[src/rtl/hsga_regs.vh]
// Overview of operation
// - Shared memory is reached only as whole 16-bit words.
// - Engine wins the shared memory; a host cycle waits until the engine finishes.
// - Shared memory fills memory offsets 0 to 1FFFF, read/write, data bits 0-15.
// - Read-only jumper status at offsets 42-43, only bits 0-7 meaningful.
// - Status bits 0 and 1 show the two mode-select inputs; bits 4-7 unused.
// - Mode pair high/low: 00 controller, 01 terminal, 10 monitor, 11 both.
// - Status bit 2 reads the inverse of the configuration-lock input.
// - Lock input captured on master reset rising edge and held until the next edge or a reset, which clears it.
// - Status bit 3 reads the inverse of engine ready, held at zero while reset is held.
// - The two engine interrupts are ORed onto the single host request line.
// - Interrupt acknowledge returns the engine vector on data bits 0-7.
// - Each engine interrupt pulses three clocks per enabled event.
// - Swap jumper shorted swaps bytes of memory and register data; open passes.
// - While locked, software writes to address, standard and mode are blocked.
// - Terminal address comes from five jumper bits plus a parity jumper.
// - A jumper standard-select chooses 1553A or 1553B behaviour.
// - An engine interrupt writes host inbox register four.
// - Memory answers in region 3 (0-1FFFF); registers in region 1 (0-7F).
`ifndef HSGA_REGS_VH
`define HSGA_REGS_VH
`define HSGA_MEM_LAST 17'h1FFFF
`define HSGA_ENG_REG_LAST 7'h3F
`define HSGA_ENG_CTRL_OFS 7'h00
`define HSGA_STATUS_OFS 7'h42
`define HSGA_REG_LAST 7'h7F
`define HSGA_STATUS_RESET 16'h0000
`define HSGA_ST_MSEL_LO 0
`define HSGA_ST_MSEL_HI 1
`define HSGA_ST_LOCK 2
`define HSGA_ST_READY 3
`define HSGA_MODE_BC 2'h0
`define HSGA_MODE_RT 2'h1
`define HSGA_MODE_MON 2'h2
`define HSGA_MODE_MONRT 2'h3
`define HSGA_IRQ_PULSE_CYC 3
`endif

[src/rtl/hsga_swap.v]
`timescale 1ns/1ps
module hsga_swap #(
	parameter W = 16
) (
	swap_en,
	din,
	dout
);
	input wire swap_en;
	input wire [W-1:0] din;
	output wire [W-1:0] dout;

	assign dout = swap_en ? {din[W/2-1:0], din[W-1:W/2]} : din;
endmodule // hsga_swap

[src/rtl/hsga_top.v]
`timescale 1ns/1ps
`include "hsga_regs.vh"
module hsga_top #(
	parameter MEM_AW = 16,
	parameter DW = 16
) (
	input wire mclk,
	input wire reset,
	input wire master_reset_in,
	input wire lb_mem_sel,
	input wire lb_reg_sel,
	input wire lb_rd,
	input wire lb_wr,
	input wire lb_intack,
	input wire [16:0] lb_addr,
	input wire [DW-1:0] lb_wdata,
	output reg [DW-1:0] lb_rdata,
	output reg lb_ready,
	input wire eng_mem_req,
	input wire eng_mem_we,
	input wire [MEM_AW-1:0] eng_mem_addr,
	input wire [DW-1:0] eng_mem_wdata,
	output reg [DW-1:0] eng_mem_rdata,
	output reg eng_mem_done,
	output reg [MEM_AW-1:0] sram_addr,
	output reg [DW-1:0] sram_wdata,
	input wire [DW-1:0] sram_rdata,
	output reg sram_ce,
	output reg sram_we,
	output reg [4:0] ereg_addr,
	output reg [DW-1:0] ereg_wdata,
	output reg ereg_rd,
	output reg ereg_wr,
	input wire [DW-1:0] ereg_rdata,
	input wire [7:0] eng_vector,
	input wire engine_ready,
	input wire message_irq,
	input wire terminal_fail_irq,
	output reg host_irq_line,
	output reg host_inbox_four_wr,
	output reg [7:0] host_inbox_four_data,
	input wire mode_select_low,
	input wire mode_select_high,
	input wire cfg_lock_pin,
	input wire swap_jumper,
	input wire rt_addr_bit0,
	input wire rt_addr_bit1,
	input wire rt_addr_bit2,
	input wire rt_addr_bit3,
	input wire rt_addr_bit4,
	input wire rt_addr_parity,
	input wire standard_version_select,
	output reg bus_controller_mode,
	output reg remote_terminal_mode,
	output reg monitor_mode,
	output reg [4:0] rt_addr_out,
	output reg rt_parity_out,
	output reg std_1553b_out
);
	localparam S_IDLE = 5'h01;
	localparam S_ENG = 5'h02;
	localparam S_HMEM = 5'h04;
	localparam S_HREG = 5'h08;
	localparam S_ACK = 5'h10;

	reg [4:0] state_q;
	reg [4:0] state_d;
	reg master_reset_in_prev_q;
	reg lock_q;
	reg [1:0] mode_q;
	reg irq_prev_q;
	reg reg_status_q;
	wire host_mem_req;
	wire host_reg_req;
	wire mem_hit;
	wire eng_reg_hit;
	wire status_hit;
	wire ctrl_write_blocked;
	wire irq_any;
	wire [DW-1:0] wdata_sw;
	wire [DW-1:0] sram_rd_sw;
	wire [DW-1:0] ereg_rd_sw;
	wire [DW-1:0] status_sw;
	wire [DW-1:0] status_word;

	// Byte lanes swap only when the jumper is shorted
	hsga_swap #(.W(DW)) u_swap_wr (
		.swap_en(swap_jumper),
		.din(lb_wdata),
		.dout(wdata_sw)
	);
	hsga_swap #(.W(DW)) u_swap_mem (
		.swap_en(swap_jumper),
		.din(sram_rdata),
		.dout(sram_rd_sw)
	);
	hsga_swap #(.W(DW)) u_swap_reg (
		.swap_en(swap_jumper),
		.din(ereg_rdata),
		.dout(ereg_rd_sw)
	);
	hsga_swap #(.W(DW)) u_swap_st (
		.swap_en(swap_jumper),
		.din(status_word),
		.dout(status_sw)
	);

	// Whole words only: address bit 0 is ignored, no byte strobes exist
	assign mem_hit = (lb_addr <= `HSGA_MEM_LAST);
	assign eng_reg_hit = (lb_addr[6:0] <= `HSGA_ENG_REG_LAST);
	assign status_hit = ({lb_addr[6:1], 1'b0} == `HSGA_STATUS_OFS);
	assign host_mem_req = lb_mem_sel & (lb_rd | lb_wr) & mem_hit;
	assign host_reg_req = lb_reg_sel & (lb_rd | lb_wr | lb_intack);
	assign ctrl_write_blocked = lock_q & ({lb_addr[6:1], 1'b0} == `HSGA_ENG_CTRL_OFS);
	assign irq_any = message_irq | terminal_fail_irq;

	// Upper byte and bits 4-7 are zero before the byte swap
	assign status_word = {{(DW-4){1'b0}},
		~engine_ready & reg_status_q,
		~lock_q,
		mode_q[1],
		mode_q[0]};

	// Jumper-fed settings move only on reset or on a master reset rising edge
	always @(posedge mclk)
	begin
		if (reset)
		begin
			master_reset_in_prev_q <= 1'b0;
			lock_q <= 1'b0;
			mode_q <= `HSGA_MODE_BC;
			rt_addr_out <= 5'h00;
			rt_parity_out <= 1'b0;
			std_1553b_out <= 1'b0;
			reg_status_q <= 1'b0;
		end
		else
		begin
			master_reset_in_prev_q <= master_reset_in;
			// Not-ready is reported only once reset has let go of the status
			reg_status_q <= 1'b1;
			if (master_reset_in & ~master_reset_in_prev_q)
			begin
				lock_q <= cfg_lock_pin;
				mode_q <= {mode_select_high, mode_select_low};
				rt_addr_out <= {rt_addr_bit4, rt_addr_bit3, rt_addr_bit2,
					rt_addr_bit1, rt_addr_bit0};
				rt_parity_out <= rt_addr_parity;
				std_1553b_out <= standard_version_select;
			end
		end
	end

	always @(posedge mclk)
	begin
		if (reset)
		begin
			bus_controller_mode <= 1'b1;
			remote_terminal_mode <= 1'b0;
			monitor_mode <= 1'b0;
		end
		else
		begin
			case (mode_q)
				`HSGA_MODE_BC:
				begin
					bus_controller_mode <= 1'b1;
					remote_terminal_mode <= 1'b0;
					monitor_mode <= 1'b0;
				end
				`HSGA_MODE_RT:
				begin
					bus_controller_mode <= 1'b0;
					remote_terminal_mode <= 1'b1;
					monitor_mode <= 1'b0;
				end
				`HSGA_MODE_MON:
				begin
					bus_controller_mode <= 1'b0;
					remote_terminal_mode <= 1'b0;
					monitor_mode <= 1'b1;
				end
				default:
				begin
					bus_controller_mode <= 1'b0;
					remote_terminal_mode <= 1'b1;
					monitor_mode <= 1'b1;
				end
			endcase
		end
	end

	// The engine already stretches each event to three clocks; one flop keeps the width
	always @(posedge mclk)
	begin
		if (reset)
		begin
			host_irq_line <= 1'b0;
			irq_prev_q <= 1'b0;
			host_inbox_four_wr <= 1'b0;
			host_inbox_four_data <= 8'h00;
		end
		else
		begin
			host_irq_line <= irq_any;
			irq_prev_q <= irq_any;
			host_inbox_four_wr <= irq_any & ~irq_prev_q;
			if (irq_any & ~irq_prev_q)
				host_inbox_four_data <= eng_vector;
		end
	end

	always @*
	begin
		state_d = state_q;
		case (state_q)
			S_IDLE:
			begin
				// Engine checked first so a waiting host cycle never overtakes it
				if (eng_mem_req)
					state_d = S_ENG;
				else if (host_mem_req)
					state_d = S_HMEM;
				else if (host_reg_req)
					state_d = S_HREG;
			end
			S_ENG: state_d = S_IDLE;
			S_HMEM: state_d = S_ACK;
			S_HREG: state_d = S_ACK;
			S_ACK: state_d = S_IDLE;
			default: state_d = S_IDLE;
		endcase
	end

	always @(posedge mclk)
	begin
		if (reset)
		begin
			state_q <= S_IDLE;
			sram_addr <= {MEM_AW{1'b0}};
			sram_wdata <= {DW{1'b0}};
			sram_ce <= 1'b0;
			sram_we <= 1'b0;
			eng_mem_rdata <= {DW{1'b0}};
			eng_mem_done <= 1'b0;
			ereg_addr <= 5'h00;
			ereg_wdata <= {DW{1'b0}};
			ereg_rd <= 1'b0;
			ereg_wr <= 1'b0;
			lb_rdata <= {DW{1'b0}};
			lb_ready <= 1'b0;
		end
		else
		begin
			state_q <= state_d;
			sram_ce <= 1'b0;
			sram_we <= 1'b0;
			eng_mem_done <= 1'b0;
			ereg_rd <= 1'b0;
			ereg_wr <= 1'b0;
			lb_ready <= 1'b0;
			case (state_q)
				S_IDLE:
				begin
					if (eng_mem_req)
					begin
						sram_ce <= 1'b1;
						sram_we <= eng_mem_we;
						sram_addr <= eng_mem_addr;
						sram_wdata <= eng_mem_wdata;
					end
					else if (host_mem_req)
					begin
						sram_ce <= 1'b1;
						sram_we <= lb_wr;
						sram_addr <= lb_addr[MEM_AW:1];
						sram_wdata <= wdata_sw;
					end
					else if (host_reg_req & ~lb_intack & eng_reg_hit)
					begin
						ereg_addr <= lb_addr[5:1];
						ereg_wdata <= wdata_sw;
						ereg_rd <= lb_rd;
						ereg_wr <= lb_wr & ~ctrl_write_blocked;
					end
				end
				S_ENG:
				begin
					eng_mem_rdata <= sram_rdata;
					eng_mem_done <= 1'b1;
				end
				S_HMEM:
				begin
					lb_rdata <= sram_rd_sw;
					lb_ready <= 1'b1;
				end
				S_HREG:
				begin
					lb_ready <= 1'b1;
					if (lb_intack)
						lb_rdata <= {{(DW-8){1'b0}}, eng_vector};
					else if (eng_reg_hit)
						lb_rdata <= ereg_rd_sw;
					else if (status_hit)
						lb_rdata <= status_sw;
					else
						lb_rdata <= {DW{1'b0}};
				end
				S_ACK:
				begin
				end
				default:
				begin
				end
			endcase
		end
	end
endmodule // hsga_top

[config.mk]
export PLATFORM = sky130hd
export DESIGN_NAME = hsga_top
export DESIGN_NICKNAME = d
export VERILOG_FILES = /design/src/rtl/hsga_swap.v /design/src/rtl/hsga_top.v
export VERILOG_INCLUDE_DIRS = /design/src /design/src/rtl
export SDC_FILE = /design/constraint.sdc
export NUM_CORES = 1
export LEC_CHECK = 0
export BUFFER_PORTS_ARGS = -buffer_cell sky130_fd_sc_hd__buf_2
export CORE_MARGIN = 4
export CORE_UTILIZATION = 48
export CTS_CLUSTER_DIAMETER = 30
export DETAILED_ROUTE_END_ITERATION = 10
export PLACE_DENSITY_LB_ADDON = 0.12
export RECOVER_POWER = 25
export SLEW_MARGIN = 20
export SYNTH_ARGS = -nofsm -noshare
export SYNTH_HDL_FRONTEND = slang
export SYNTH_SLANG_ARGS = --single-unit
[constraint.sdc]
create_clock -name mclk -period 2.24 [get_ports mclk]
set_input_delay 0.112 -clock mclk [delete_from_list [all_inputs] [get_ports mclk]]
set_output_delay 0.112 -clock mclk [all_outputs]
set_load 0.01 [all_outputs]
# Word-level counts from Yosys, hierarchy flattened
# Cells that the tools add are included.
[totals]
regBits = 121
out_inout_bits = 111
elab_cells = 96
[classes]
order_cmp = 2
n_eq_ne = 8
muxes = 26
bitwise = 23
reduce_logical = 11
[ops]
columns = ["cell", "count"]
rows = [
  ["16-bit two-way mux", 10],
  ["16-bit one-hot mux with 2 select lines", 1],
  ["17-bit less-or-equal comparator, second input constant", 1],
  ["5-bit two-way mux", 3],
  ["12-bit two-way mux", 1],
  ["1-bit AND", 10],
  ["1-bit two-way mux", 10],
  ["1-bit NOT", 10],
  ["5-bit one-hot mux with 2 select lines", 1],
  ["2-bit OR reduction", 4],
  ["7-bit by 6-bit less-or-equal comparator with 1-bit output, second input constant", 1],
  ["6-bit equality test, second input constant", 1],
  ["6-bit logical NOT", 1],
  ["5-bit by 1-bit equality test with 1-bit output, second input constant", 1],
  ["5-bit by 2-bit equality test with 1-bit output, second input constant", 1],
  ["5-bit by 3-bit equality test with 1-bit output, second input constant", 1],
  ["5-bit by 4-bit equality test with 1-bit output, second input constant", 1],
  ["5-bit OR reduction", 1],
  ["4-bit inequality test, second input constant", 1],
  ["4-bit AND reduction", 1],
  ["2-bit nonzero test", 2],
  ["1-bit bitwise OR", 3],
  ["2-bit by 1-bit equality test with 1-bit output, second input constant", 1],
  ["2-bit equality test, second input constant", 1],
  ["2 further kinds", 2],
]

# Longest topological paths before layout
[depth]
word_depth = 7
ltp_mapped = 7
depth_no_buf = 4

# Hierarchy
# Synthesis repeated with hierarchy kept, for this count alone.
[unflattened]
cells_unflattened = 649
area_unflattened_um2 = 5957.0
[by_module_without_submodules]
columns = ["mod", "instances", "cells_per_inst", "area_per_inst_um2", "seq_area_each_um2"]
rows = [
  ["hsga_top", 1, 577, 4961.0, 2422.3],
  ["hsga_swap", 4, 18, 249.0, 0.0],
]

# Worst setup path before layout
# OpenSTA, ideal clock, no wires.
[synth_timing]
path_type = "reg2reg"
startpoint = "reg state_q[2]"
endpoint = "reg ereg_wdata[5]"
t_arrival_ps = 1515
required_time_ps = 2103
slack_ps = 588
path_stages_with_launch = 7
path_buffers = 2
period_less_slack_ps = 1652
path_cell_list = "dfxtp_1 or3_4 nor4_4 and2_1 buf_6 buf_12 a211oi_1"
[synth_via]
elab_chain_len = 2
[synth_rtl]
columns = ["element", "line", "source"]
rows = [
  ["start: declaration", "hsga_top.v:66", "reg [4:0] state_q;"],
  ["start signal: assignment", "hsga_top.v:255", "state_q <= state_d;"],
  ["5-bit by 1-bit equality test with 1-bit output", "hsga_top.v:262", "case (state_q)"],
  ["4-bit AND reduction (no line)", "n/a", ""],
  ["end signal: assignment", "hsga_top.v:247", "ereg_wdata <= {DW{1'b0}};"],
  ["end signal: assignment", "hsga_top.v:282", "ereg_wdata <= wdata_sw;"],
  ["end: declaration", "hsga_top.v:31", "output reg [DW-1:0] ereg_wdata,"],
]
# No other way between the ends.
# A chain may end at the register's enable or synchronous reset.

# Worst setup path in the final report
[layout_timing]
startpoint = "reg state_q[2]"
endpoint = "reg ereg_wdata[2]"
# Same word-level chain as after synthesis.

==> out/metrics.cfg <==
[worst_setup_path]
reg2reg_to=ereg_wdata[2]
reg2reg_depth=5
cpPeakStageDelay_ps=460
startpoint_type=register
path_cells=or3_4, nor4_4, buf_4, a21oi_1, a211oi_1
cp.buffers_inverters=1
cp.required_ps=2560
end_kind=register
crit_path_top_delay_cell=nor4_4
crit_start=state_q[2]
cp_max_fo=16
arrival_ps=2230
path_class=reg2reg
r2r_start=state_q[2]
r2r_slack_ps=330
crit_family=simple AND/OR/NAND/NOR gates

[placed_design]
portBuffers=238
hpwl_mm=11.9
gp_congestion=0.908
placed_area_um2=6680
dp_slack_ps=341

[timing]
timing_hold_violations_final=0
max_slew.worst_pin.slew_ps=694
slew_viol_final=0
fin_worst_skew_ps=6.55
clock.fmax_ghz=0.523
fin_setup_tns_ps=0
max-slew-margin-rel_pct=53.2
whs_ps=16.5
layout_setup_ws_ps=327
finalWorstPathRequiredPeriod_ps=1910
period_share_pct=85.4
finalSetupViolCount=0
rsz0062_at_grt=no

[cells_and_area]
fin_util_pct=69.6
stdcell_area_um2=7640
drive_above_1_share_pct=28.9
final_common_cell=buf_2
nFillCells=936
nets=1008
layout_common_cells=183 x buf_2, 121 x dfxtp_1, 80 x nand2_1
synthToLayoutAreaGrowth_pct=40.3
diodes=0

[drt]
routed_wl_mm=17.3
drcViolationCount=0
viasPerCell=5.48
routedWlPerCell_um=16.8
dr.pass1.iters=5
first_iter_violations=438
antenna_left=0
route.vias.total=5655

[floorplan]
rows=38
coreArea_um2=11000
die_height_um=114
initial_utilization_pct=49.6
io_pins=240
die_area_um2=13100
die_x_um=114

[pwr]
netSwitchingFraction_pct=26.9
p_seq_share_pct=40.5
p_leak_nw=3.41
power.internal_mw=4.26
clkPwrFrac_pct=42.4
power_density_nw_per_um2=762
ir_worst_vdd_uv=467
p_comb_share_pct=17.1
p_switching_mw=1.57

[clocking]
hold_buffers=50
post_cts_buffers=0
clock_sinks=121
cts.repair.resized=0
insertion_delay_ps=410
cts_tree=built
clockRootBuffer=clkbuf_16
cts_max_path_buffers=2
numCtsBuffers=17
h-tree-depth=4
path_clk_slew_ps=50

[min_path]
hold_start=eng_mem_wdata[5]
whs_endpoint=sram_wdata[5]
hold-path-cell-count=3
hp-class=in2reg

[synthesis]
synthFlopType=dfxtp_1
synth_top_area_cell=dfxtp_1
ys_seq_elements=121
ys_seq_area_share_pct=44.5
yosys.area.top_type_share_pct=44.5
syn-cell-area_um2=5440
yosys_warnings=0
syn_inst=609
syn_avg_cell_area_um2=8.94
async_flop_share_pct=0
synth_edf_count=0
synth_nets=738
ys_types=47
synth_area_leaders=dfxtp_1 44%, mux2i_1 9.6%, a21oi_1 5.9%

[global_routing]
grt_pass1_vias=5404
grt_max_degree=107
gr-usage-all-layers_pct=25.5
antenna_found_initial=0
grt_pass1_wl_mm=26.5
grt_overflow=0

[run_status]
status=completed

[flow_run]
cap_violations=0

metrics by stage:
stage               cells  total power [mW]
floorplan             609              2.96
global placement      950              3.32
detailed placement    950              3.34
CTS                  1032              5.88
global route         1032              6.07
finish               1032              5.82
power groups by stage:
stage	Combinational (mW)	Clock (mW)	Sequential, mW
global route	1.09	2.61	2.38
finish	0.993	2.47	2.36
CTS	1.01	2.51	2.36
floorplan	0.502	0	2.46
global placement	0.919	0	2.40
detailed placement	0.941	0	2.40
synth_stat cells, types with 2 or more instances:
| library cell | instances |
|---|---|
| or2_2 | 2 |
| buf_1 | 8 |
| o22ai_1 | 2 |
| mux2_2 | 20 |
| buf_6 | 5 |
| a21o_1 | 2 |
| o221ai_1 | 5 |
| nand3_1 | 13 |
| a221oi_1 | 4 |
| a211oi_1 | 35 |
| o211ai_1 | 21 |
| o32ai_1 | 5 |
| nor2_1 | 44 |
| a211oi_2 | 4 |
| clkbuf_1 | 15 |
| a31oi_1 | 4 |
| nand2b_1 | 5 |
| mux2i_1 | 52 |
| buf_4 | 4 |
| nand2_1 | 80 |
| nor2b_1 | 13 |
| buf_2 | 18 |
| o21ai_0 | 18 |
| nor3_1 | 9 |
| dfxtp_1 | 121 |
| nor4_1 | 4 |
| inv_1 | 9 |
| a21oi_1 | 64 |
| a22oi_1 | 5 |
final cells by class:
cell class / count / area (um2) / area share [%]
Tap cell: 140 / 175 / 2.29
Multi-Input combinational cell: 427 / 2710 / 35.5
Clock inverter: 11 / 80.1 / 1.05
Inverter: 10 / 37.5 / 0.491
Timing Repair Buffer: 302 / 1770 / 23.1
Sequential cell: 121 / 2420 / 31.7
Clock buffer: 21 / 450 / 5.90
state kept, by name, summed over array words and instances (netlist names), 2 cells and up:
name                  flops
ereg_addr                 5
sram_wdata               16
rt_addr_out               5
lb_rdata                 16
host_inbox_four_data      8
sram_addr                16
eng_mem_rdata            16
mode_q                    2
state_q                   5
ereg_wdata               16
worst max-delay path by stage:
stage	to	cells past startpoint
after floorplan	ereg_wdata[5]	6
after global placement	ereg_wdata[7]	5
after detailed placement	ereg_wdata[2]	5
after CTS	ereg_wdata[2]	5
after global routing	ereg_wdata[2]	5
final	ereg_wdata[2]	5
per-layer routing:
layer / vias to the layer above / global-route usage, % / share of wire [%] / routed length [um]
met2: 246 / 42.9 / 50 / 8610
li1: 2743 / - / - / -
met4: 0 / 10.2 / 2.4 / 416
met5: - / 0 / 0 / 0
met3: 31 / 8.30 / 8.7 / 1500
met1: 2635 / 29.9 / 39 / 6770
worst min-delay path: stages:
cell and delay (ps):
buf_2 70, o211ai_1 80, a21oi_1 130
kinds of logic after synthesis:
logic type,share of synthesized area [%]
simple gates,15.1
compound gates,20.8
flops,44.5
mux,13.7
buf+inv,5.88
No activity file was read; power rests on OpenSTA's default activity.
